**src/cgi_pkg.sv**
```systemverilog
// shared constants of the clock generator interrupt and status logic
// assumes a 32-bit apb slave; register indices map to byte address 4*index
package cgi_pkg;

  localparam int unsigned SRC_W = 8;
  localparam int unsigned REF_W = 4;
  localparam int unsigned ADDR_W = 8;

  // ==========================================================
  // register indices and byte addresses
  localparam logic [7:0] IDX_LIVE = 8'h0d;
  localparam logic [7:0] IDX_MASK = 8'h0e;
  localparam logic [7:0] IDX_POL = 8'h0f;
  localparam logic [7:0] IDX_FLAGS = 8'h10;
  localparam logic [7:0] IDX_CTRL = 8'h11;
  localparam logic [7:0] IDX_REFST = 8'h12;
  localparam logic [7:0] IDX_DRV = 8'h13;
  localparam logic [7:0] IDX_IRQ_STATUS = 8'h14;
  localparam logic [7:0] IDX_IRQ_MASK = 8'h15;

  function automatic logic [ADDR_W-1:0] byte_addr(input logic [7:0] idx);
    byte_addr = {idx[ADDR_W-3:0], 2'b00};
  endfunction : byte_addr

  // ==========================================================
  // source bit positions, shared by live, mask, polarity and flags
  localparam int unsigned B_PLL1_LOCK_LOSS = 7;
  localparam int unsigned B_PLL1_INPUT_LOSS = 6;
  localparam int unsigned B_PLL1_CAL = 5;
  localparam int unsigned B_PLL2_LOCK_LOSS = 4;
  localparam int unsigned B_PLL2_INPUT_LOSS = 3;
  localparam int unsigned B_PLL2_CAL = 2;
  localparam int unsigned B_PLL1_REF_SWITCH = 1;
  localparam int unsigned B_PLL2_REF_SWITCH = 0;

  // control register fields
  localparam int unsigned B_INT_EN = 0;
  localparam int unsigned B_AND_SEL = 1;

  // reference status fields, valid indicators sit in [7:4]
  localparam int unsigned B_REF_LSB = 4;

  // status driver control fields
  localparam int unsigned B_B_LIMIT = 5;
  localparam int unsigned B_A_LIMIT = 4;
  localparam int unsigned B_DRV_RSVD_HI = 3;
  localparam int unsigned B_DRV_RSVD_LO = 2;
  localparam int unsigned B_B_OPEN_DRAIN = 1;
  localparam int unsigned B_A_OPEN_DRAIN = 0;

  // bus interrupt status fields
  localparam int unsigned B_IRQ_SIGNALLED = 0;
  localparam int unsigned B_IRQ_FLAG_SET = 1;
  localparam int unsigned IRQ_W = 2;

  // ==========================================================
  // reset values, and the all-ones pattern used by the and combine
  localparam logic [7:0] RST_MASK = 8'h00;
  localparam logic [7:0] RST_POL = 8'h00;
  localparam logic [7:0] RST_FLAGS = 8'h00;
  localparam logic [1:0] RST_CTRL = 2'h0;
  localparam logic [5:0] RST_DRV = 6'h00;
  localparam logic [7:0] ALL_ONES = 8'hff;

endpackage : cgi_pkg

```
**src/cgi_src_sync.sv**
```systemverilog
// two-stage synchroniser with one extra stage for edge detection
// assumes asynchronous level inputs; out_prev lags out_sync by one clk
`timescale 1ns/1ps
module cgi_src_sync #(
  parameter int unsigned W = 8
) (
  input wire logic clk,
  input wire logic reset,
  input wire logic [W-1:0] async_in,
  output logic [W-1:0] out_sync,
  output logic [W-1:0] out_prev
);

  genvar g;
  generate
    for (g = 0; g < W; g++) begin : g_bit
      logic meta;
      // meta feeds only the second stage
      always_ff @(posedge clk or posedge reset) begin
        if (reset) begin
          meta <= 1'b0;
          out_sync[g] <= 1'b0;
          out_prev[g] <= 1'b0;
        end else begin
          meta <= async_in[g];
          out_sync[g] <= meta;
          out_prev[g] <= out_sync[g];
        end
      end
    end
  endgenerate

endmodule : cgi_src_sync

```
**src/cgi_top.sv**
```systemverilog
// interrupt flag, combine and status pin logic of a two-pll clock generator
// assumes apb master on clk, asynchronous source levels from pll logic
//
// Our own choice: the APB register port.
`timescale 1ns/1ps
module cgi_top #(
  parameter int unsigned ADDR_W = cgi_pkg::ADDR_W
) (
  input wire logic clk,
  input wire logic reset,
  input wire logic psel,
  input wire logic penable,
  input wire logic pwrite,
  input wire logic [ADDR_W-1:0] paddr,
  input wire logic [31:0] pwdata,
  output logic [31:0] prdata,
  output logic pready,
  output logic pslverr,
  input wire logic [cgi_pkg::SRC_W-1:0] source_level,
  input wire logic [cgi_pkg::REF_W-1:0] ref_valid_level,
  output logic status_pin_a,
  output logic status_pin_a_oe_n,
  output logic status_pin_b,
  output logic status_pin_b_oe_n,
  output logic status_a_current_limit,
  output logic status_b_current_limit,
  output logic irq
);

  localparam int unsigned SW = cgi_pkg::SRC_W;

  // ==========================================================
  // synchronisers
  logic [SW-1:0] raw_sync;
  logic [SW-1:0] raw_prev;
  logic [cgi_pkg::REF_W-1:0] ref_sync;

  cgi_src_sync #(.W(SW)) u_src_sync (
    .clk(clk),
    .reset(reset),
    .async_in(source_level),
    .out_sync(raw_sync),
    .out_prev(raw_prev)
  );

  cgi_src_sync #(.W(cgi_pkg::REF_W)) u_ref_sync (
    .clk(clk),
    .reset(reset),
    .async_in(ref_valid_level),
    .out_sync(ref_sync),
    .out_prev()
  );

  // ==========================================================
  // source shaping and edge detection
  wire [SW-1:0] loss_kill =
    ({SW{raw_sync[cgi_pkg::B_PLL1_INPUT_LOSS]}}
      & (SW'(1) << cgi_pkg::B_PLL1_LOCK_LOSS))
    | ({SW{raw_sync[cgi_pkg::B_PLL2_INPUT_LOSS]}}
      & (SW'(1) << cgi_pkg::B_PLL2_LOCK_LOSS));
  wire [SW-1:0] loss_kill_prev =
    ({SW{raw_prev[cgi_pkg::B_PLL1_INPUT_LOSS]}}
      & (SW'(1) << cgi_pkg::B_PLL1_LOCK_LOSS))
    | ({SW{raw_prev[cgi_pkg::B_PLL2_INPUT_LOSS]}}
      & (SW'(1) << cgi_pkg::B_PLL2_LOCK_LOSS));
  wire [SW-1:0] src_now = raw_sync & ~loss_kill;
  wire [SW-1:0] src_prev = raw_prev & ~loss_kill_prev;

  logic [SW-1:0] live_source_status;
  logic [SW-1:0] mask;
  logic [SW-1:0] edge_polarity_select;
  logic [SW-1:0] flags;
  logic [1:0] ctrl;
  logic [5:0] drv;
  logic [cgi_pkg::IRQ_W-1:0] irq_status;
  logic [cgi_pkg::IRQ_W-1:0] irq_mask;
  logic status_sig;

  wire int_en = ctrl[cgi_pkg::B_INT_EN];
  wire and_sel = ctrl[cgi_pkg::B_AND_SEL];
  wire [SW-1:0] rise = src_now & ~src_prev;
  wire [SW-1:0] fall = ~src_now & src_prev;
  wire [SW-1:0] hit_vec = {SW{int_en}}
    & ((edge_polarity_select & rise)
      | (~edge_polarity_select & fall));

  // ==========================================================
  // apb decode
  wire setup = psel & ~penable;
  wire access = psel & penable & pready;
  wire wr = access & pwrite;
  wire sel_live = paddr == cgi_pkg::byte_addr(cgi_pkg::IDX_LIVE);
  wire sel_mask = paddr == cgi_pkg::byte_addr(cgi_pkg::IDX_MASK);
  wire sel_pol = paddr == cgi_pkg::byte_addr(cgi_pkg::IDX_POL);
  wire sel_flags = paddr == cgi_pkg::byte_addr(cgi_pkg::IDX_FLAGS);
  wire sel_ctrl = paddr == cgi_pkg::byte_addr(cgi_pkg::IDX_CTRL);
  wire sel_refst = paddr == cgi_pkg::byte_addr(cgi_pkg::IDX_REFST);
  wire sel_drv = paddr == cgi_pkg::byte_addr(cgi_pkg::IDX_DRV);
  wire sel_irqs = paddr == cgi_pkg::byte_addr(cgi_pkg::IDX_IRQ_STATUS);
  wire sel_irqm = paddr == cgi_pkg::byte_addr(cgi_pkg::IDX_IRQ_MASK);
  wire mapped = sel_live | sel_mask | sel_pol | sel_flags | sel_ctrl
    | sel_refst | sel_drv | sel_irqs | sel_irqm;
  wire wr_flags = wr & sel_flags;

  wire [7:0] drv_rd = {2'b00, drv};
  wire [7:0] ref_rd = {ref_sync, 4'h0};
  wire [7:0] rd_byte =
    ({8{sel_live}} & live_source_status)
    | ({8{sel_mask}} & mask)
    | ({8{sel_pol}} & edge_polarity_select)
    | ({8{sel_flags}} & flags)
    | ({8{sel_ctrl}} & {6'h00, ctrl})
    | ({8{sel_refst}} & ref_rd)
    | ({8{sel_drv}} & drv_rd)
    | ({8{sel_irqs}} & {6'h00, irq_status})
    | ({8{sel_irqm}} & {6'h00, irq_mask});

  // one wait-free access phase: pready rises in the setup cycle's wake
  always_ff @(posedge clk or posedge reset) begin
    if (reset) begin
      pready <= 1'b0;
      pslverr <= 1'b0;
      prdata <= 32'h0000_0000;
    end else begin
      pready <= setup;
      pslverr <= setup & ~mapped;
      prdata <= setup ? {24'h00_0000, rd_byte} : 32'h0000_0000;
    end
  end

  // ==========================================================
  // flags: zero bits of a write clear, set beats clear
  wire [SW-1:0] clr_vec = {SW{wr_flags}} & ~pwdata[SW-1:0];
  wire [SW-1:0] next_flags = (flags & ~clr_vec) | hit_vec;

  always_ff @(posedge clk or posedge reset) begin
    if (reset) begin
      flags <= cgi_pkg::RST_FLAGS;
      live_source_status <= '0;
    end else begin
      flags <= next_flags;
      live_source_status <= src_now;
    end
  end

  // ==========================================================
  // configuration registers
  always_ff @(posedge clk or posedge reset) begin
    if (reset) begin
      mask <= cgi_pkg::RST_MASK;
      edge_polarity_select <= cgi_pkg::RST_POL;
      ctrl <= cgi_pkg::RST_CTRL;
      drv <= cgi_pkg::RST_DRV;
      irq_mask <= '0;
    end else if (wr) begin
      if (sel_mask) mask <= pwdata[SW-1:0];
      if (sel_pol) edge_polarity_select <= pwdata[SW-1:0];
      if (sel_ctrl) ctrl <= pwdata[1:0];
      if (sel_drv) drv <= pwdata[5:0];
      if (sel_irqm) irq_mask <= pwdata[cgi_pkg::IRQ_W-1:0];
    end
  end

  // ==========================================================
  // combine and status pins
  wire [SW-1:0] unmasked = flags & ~mask;
  wire all_hit = ((flags | mask) == cgi_pkg::ALL_ONES)
    & (mask != cgi_pkg::ALL_ONES);
  wire any_hit = |unmasked;
  wire next_status = int_en & (and_sel ? all_hit : any_hit);
  wire od_a = drv[cgi_pkg::B_A_OPEN_DRAIN];
  wire od_b = drv[cgi_pkg::B_B_OPEN_DRAIN];

  // open drain only pulls low; high is left to the board pull-up
  always_ff @(posedge clk or posedge reset) begin
    if (reset) begin
      status_sig <= 1'b0;
      status_pin_a <= 1'b0;
      status_pin_a_oe_n <= 1'b0;
      status_pin_b <= 1'b0;
      status_pin_b_oe_n <= 1'b0;
      status_a_current_limit <= 1'b0;
      status_b_current_limit <= 1'b0;
    end else begin
      status_sig <= next_status;
      status_pin_a <= od_a ? 1'b0 : next_status;
      status_pin_a_oe_n <= od_a & next_status;
      status_pin_b <= od_b ? 1'b0 : next_status;
      status_pin_b_oe_n <= od_b & next_status;
      status_a_current_limit <= drv[cgi_pkg::B_A_LIMIT];
      status_b_current_limit <= drv[cgi_pkg::B_B_LIMIT];
    end
  end

  // ==========================================================
  // bus interrupt: write one to clear, set wins
  wire [cgi_pkg::IRQ_W-1:0] irq_set = {|(hit_vec & ~flags),
    next_status & ~status_sig};
  wire [cgi_pkg::IRQ_W-1:0] irq_clr =
    {cgi_pkg::IRQ_W{wr & sel_irqs}} & pwdata[cgi_pkg::IRQ_W-1:0];
  wire [cgi_pkg::IRQ_W-1:0] next_irq_status =
    (irq_status & ~irq_clr) | irq_set;

  always_ff @(posedge clk or posedge reset) begin
    if (reset) begin
      irq_status <= '0;
      irq <= 1'b0;
    end else begin
      irq_status <= next_irq_status;
      irq <= |(next_irq_status & ~irq_mask);
    end
  end
endmodule : cgi_top

```
**config.mk**
```make
export PLATFORM = sky130hd
export DESIGN_NAME = cgi_top
export DESIGN_NICKNAME = d
export VERILOG_FILES = /design/src/cgi_pkg.sv /design/src/cgi_src_sync.sv /design/src/cgi_top.sv
export SDC_FILE = /design/constraint.sdc
export NUM_CORES = 1
export LEC_CHECK = 0
export BUFFER_PORTS_ARGS = -buffer_cell sky130_fd_sc_hd__buf_2
export CELL_PAD_IN_SITES_DETAIL_PLACEMENT = 1
export CELL_PAD_IN_SITES_GLOBAL_PLACEMENT = 2
export CORE_ASPECT_RATIO = 1.75
export CORE_MARGIN = 3
export CORE_UTILIZATION = 30
export DETAILED_ROUTE_END_ITERATION = 10
export GPL_ROUTABILITY_DRIVEN = 0
export PLACE_DENSITY_LB_ADDON = 0.1
export SLEW_MARGIN = 20
export SYNTH_ARGS = -nofsm -noshare
export SYNTH_HDL_FRONTEND = slang
export SYNTH_SLANG_ARGS = --single-unit
```
**constraint.sdc**
```tcl
create_clock -name clk -period 2.6 [get_ports clk]
set_clock_uncertainty 0.2 [all_clocks]
set_input_delay 0.13 -clock clk [delete_from_list [all_inputs] [get_ports clk]]
set_output_delay 0.13 -clock clk [all_outputs]
set_load 0.02 [all_outputs]
```
==> flow_summary.ini <==
[logic_synthesis]
synth_area_um2 = 3650
synth_cell_type_count = 48
ys_async_sr_fraction_pct = 100
synth_warnings = 0
synthCells = 295
postSynthAreaPerCell_um2 = 12.4
synth-edff-count = 0
synth_flop_cell = dfrtp_1
yosysSeqAreaShare_pct = 60.4
ys_seq_elements = 88

[worst_setup_path]
r2r-start = edge_polarity_select[5]
cp_cell_sequence = and3b_1 > o21ai_0 > o22ai_1 > or4_4 > a22o_1
critical_path.startpoint = edge_polarity_select[5]
critPathLaunchType = flop
slowest_delay_ps = 550
end_kind = flop
path_max_fanout = 4
crit_required_ps = 2630
critical_path_class = flop to flop
slowest_stage = or4_4
arrival_ps = 2220
critPathTopFamily = simple AND/OR/NAND/NOR gates
cp.buffers_inverters = 0

[die]
row_count = 52
fp.dieH_um = 152
core_um2 = 11700
die_w_um = 89.4
die_area_um2 = 13600
io_pins = 98
start_util_pct = 31.2

[clock_tree]
path_clk_slew_ps = 60
cts_made_buffers = 9
htree_levels = 3
cts.repair.resized = 0
clock_path_buffers = 2
worstSkewPairLatency_ps = 350
numClockSinks = 88
cts_root_buf = clkbuf_16
cts_hold_buf = 21
post_cts_buffers = 0
cts_tree = yes

[power]
ir_worst_vdd_mv = 0.383
p_sw_share_pct = 23.0
intPower_mw = 2.21
leakagePower_nw = 2.13
power_density_nw_per_um2 = 627
pwr-share-seq_pct = 49.3
power.switching_mw = 0.662
p_clk_share_pct = 45.0
combPwrFrac_pct = 5.7

[timing]
finalHoldViolations = 0
slew-limit-headroom_pct = 56.2
drv_slew = 0
fmax_mhz = 457
finalSetupViolCount = 0
fin_crit_ps = 2190
tightestPinTransition_ps = 657
worst_slack_ps = 414
post-route-period-util_pct = 84.1
rsz0062_at_grt = no
fin_tns_setup_ps = 0

[drt]
drtPass1Iterations = 4
viasPerCell = 5.04
ant_nets = 0
drtIter0Drc = 113
wl_per_cell_um = 18.9
num_vias = 2640
wirelength_um = 9900
drcViolationCount = 0

[flow_run]
maxCapViolations = 0

[finish]
final_nets = 441
drive_gt1_share_pct = 27.8
diodes = 0
synthToLayoutAreaGrowth_pct = 25.7

[global_route]
grt_pass1_vias = 2846
track_usage_pct = 15.8
grt_pass1_wl_um = 15700
grt_max_degree = 41
antenna_found_initial = 0
grt.overflow.total = 0

[placement]
post-place-ws_ps = 374
portBuffers = 49
dp_hpwl_um = 7090

[status]
run_status = completed

[min_path]
min_from = paddr[2]
min_path_type = input port to flop
## registers in the layout, indices dropped and copies added (netlist names), 6 cells and up
| signal | flops |
|---|---|
| edge_polarity_select | 8 |
| flags | 8 |
| live_source_status | 8 |
| mask | 8 |
| prdata | 8 |
| u_src_sync.g_bit.meta | 8 |
| u_src_sync.out_sync | 8 |
| drv | 6 |
## cells in the final DEF (no fill, tap or decap), drive strengths merged, types with 2 or more instances in the layout
cell type	netlist	routed
and3	2	2
nand2	23	23
a31oi	7	7
buf	26	62
inv	15	14
o22ai	8	8
nor2b	2	2
nor3	3	3
nor2	14	14
mux2	26	26
nor4	3	3
and2	2	2
and3b	4	4
a22oi	12	12
a222oi	7	7
clkinvlp	0	3
nand2b	4	4
nand3	4	4
dlygate4sd3	0	21
dfrtp	88	88
a21oi	2	2
nor3b	6	6
clkbuf	2	13
nand4	2	2
conb	1	24
o21ai	18	18
## final timing paths
path	to	slack (ps)	cells past startpoint
min reg2reg	u_src_sync.out_sync[6]	150	0
max in group asynchronous	prdata[1]	1560	4
max	irq	410	5
max reg2reg	irq	410	5
min	prdata[1]	40	4
min in group asynchronous	drv[3]	60	3
## cell families (layout without fill, tap and decap cells)
family                 after synthesis  in the layout  share of synthesized area (%)
AND/OR/NAND/NOR                     75             75                           12.5
multiplexers                        27             27                           8.30
other                                1             24                          0.103
AO/OA/AOI/OAI                       61             61                           11.6
buffers and inverters               43            114                           7.13
flip-flops                          88             88                           60.4
## per-layer routing
| layer | track usage (%) | part of all wire [%] | up-vias | wire length (um) |
|---|---|---|---|---|
| met3 | 3.14 | 3.6 | 14 | 357 |
| met1 | 17.0 | 38 | 1355 | 3760 |
| met5 | 0 | 0 | - | 0 |
| met2 | 28.4 | 56 | 75 | 5530 |
| li1 | - | - | 1196 | - |
| met4 | 7.24 | 2.6 | 0 | 259 |
## through the flow
| step | total power [mW] | std cells | instance area, um2 | util, % | hold WS [ps] |
|---|---|---|---|---|---|
| 2_1_floorplan | 1.55 | 318 | 3740 | - | -38.6 |
| 3_3_place_gp | 1.58 | 487 | 4070 | 34.8 | -114 |
| 3_5_place_dp | 1.59 | 487 | 4070 | 34.8 | -117 |
| 4_1_cts | 2.92 | 524 | 4590 | 39.2 | 47.3 |
| 5_1_grt | 2.98 | 524 | 4590 | 39.2 | 78.3 |
| 6_report | 2.88 | 524 | 4590 | 39.2 | 36.3 |
## synthesized netlist by cell type, drive strengths merged, types with 3 or more instances
cell type / number / area, um2
nand2: 23 / 91.3
a222oi: 7 / 70.1
and3b: 4 / 35.0
nand2b: 4 / 25.0
dfrtp: 88 / 2200
o22ai: 8 / 50.1
a22oi: 12 / 90.1
a31oi: 7 / 43.8
buf: 26 / 196
nand3: 4 / 25.0
nor3b: 6 / 45.0
nor2: 14 / 65.1
o21ai: 18 / 90.1
mux2: 26 / 293
inv: 15 / 56.3
nor3: 3 / 26.3
nor4: 3 / 33.8
## area by class of cell
type                    instances  area [um2]
flip-flops and latches         88        2200
inverters                      15        60.1
repair buffers                 83         578
clock buffers                  13         280
well taps                     135         169
clock inverters                 3        23.8
multi-input cells             187        1270
fillers                      1280        7130
## power groups by stage
stage	logic, mW	clock network, mW	registers (mW)
3_5_place_dp	0.145	0	1.44
3_3_place_gp	0.142	0	1.44
6_report	0.165	1.29	1.42
4_1_cts	0.169	1.33	1.42
5_1_grt	0.183	1.38	1.42
2_1_floorplan	0.108	0	1.44
## tightest hold or removal path: cells and delay by family
kind	cells	cell delay (ps)
AOI/OAI and AO/OA	1	90
and+or+nand+nor	2	160
buffers and inverters	1	140
(Power assumes the default switching activity.)
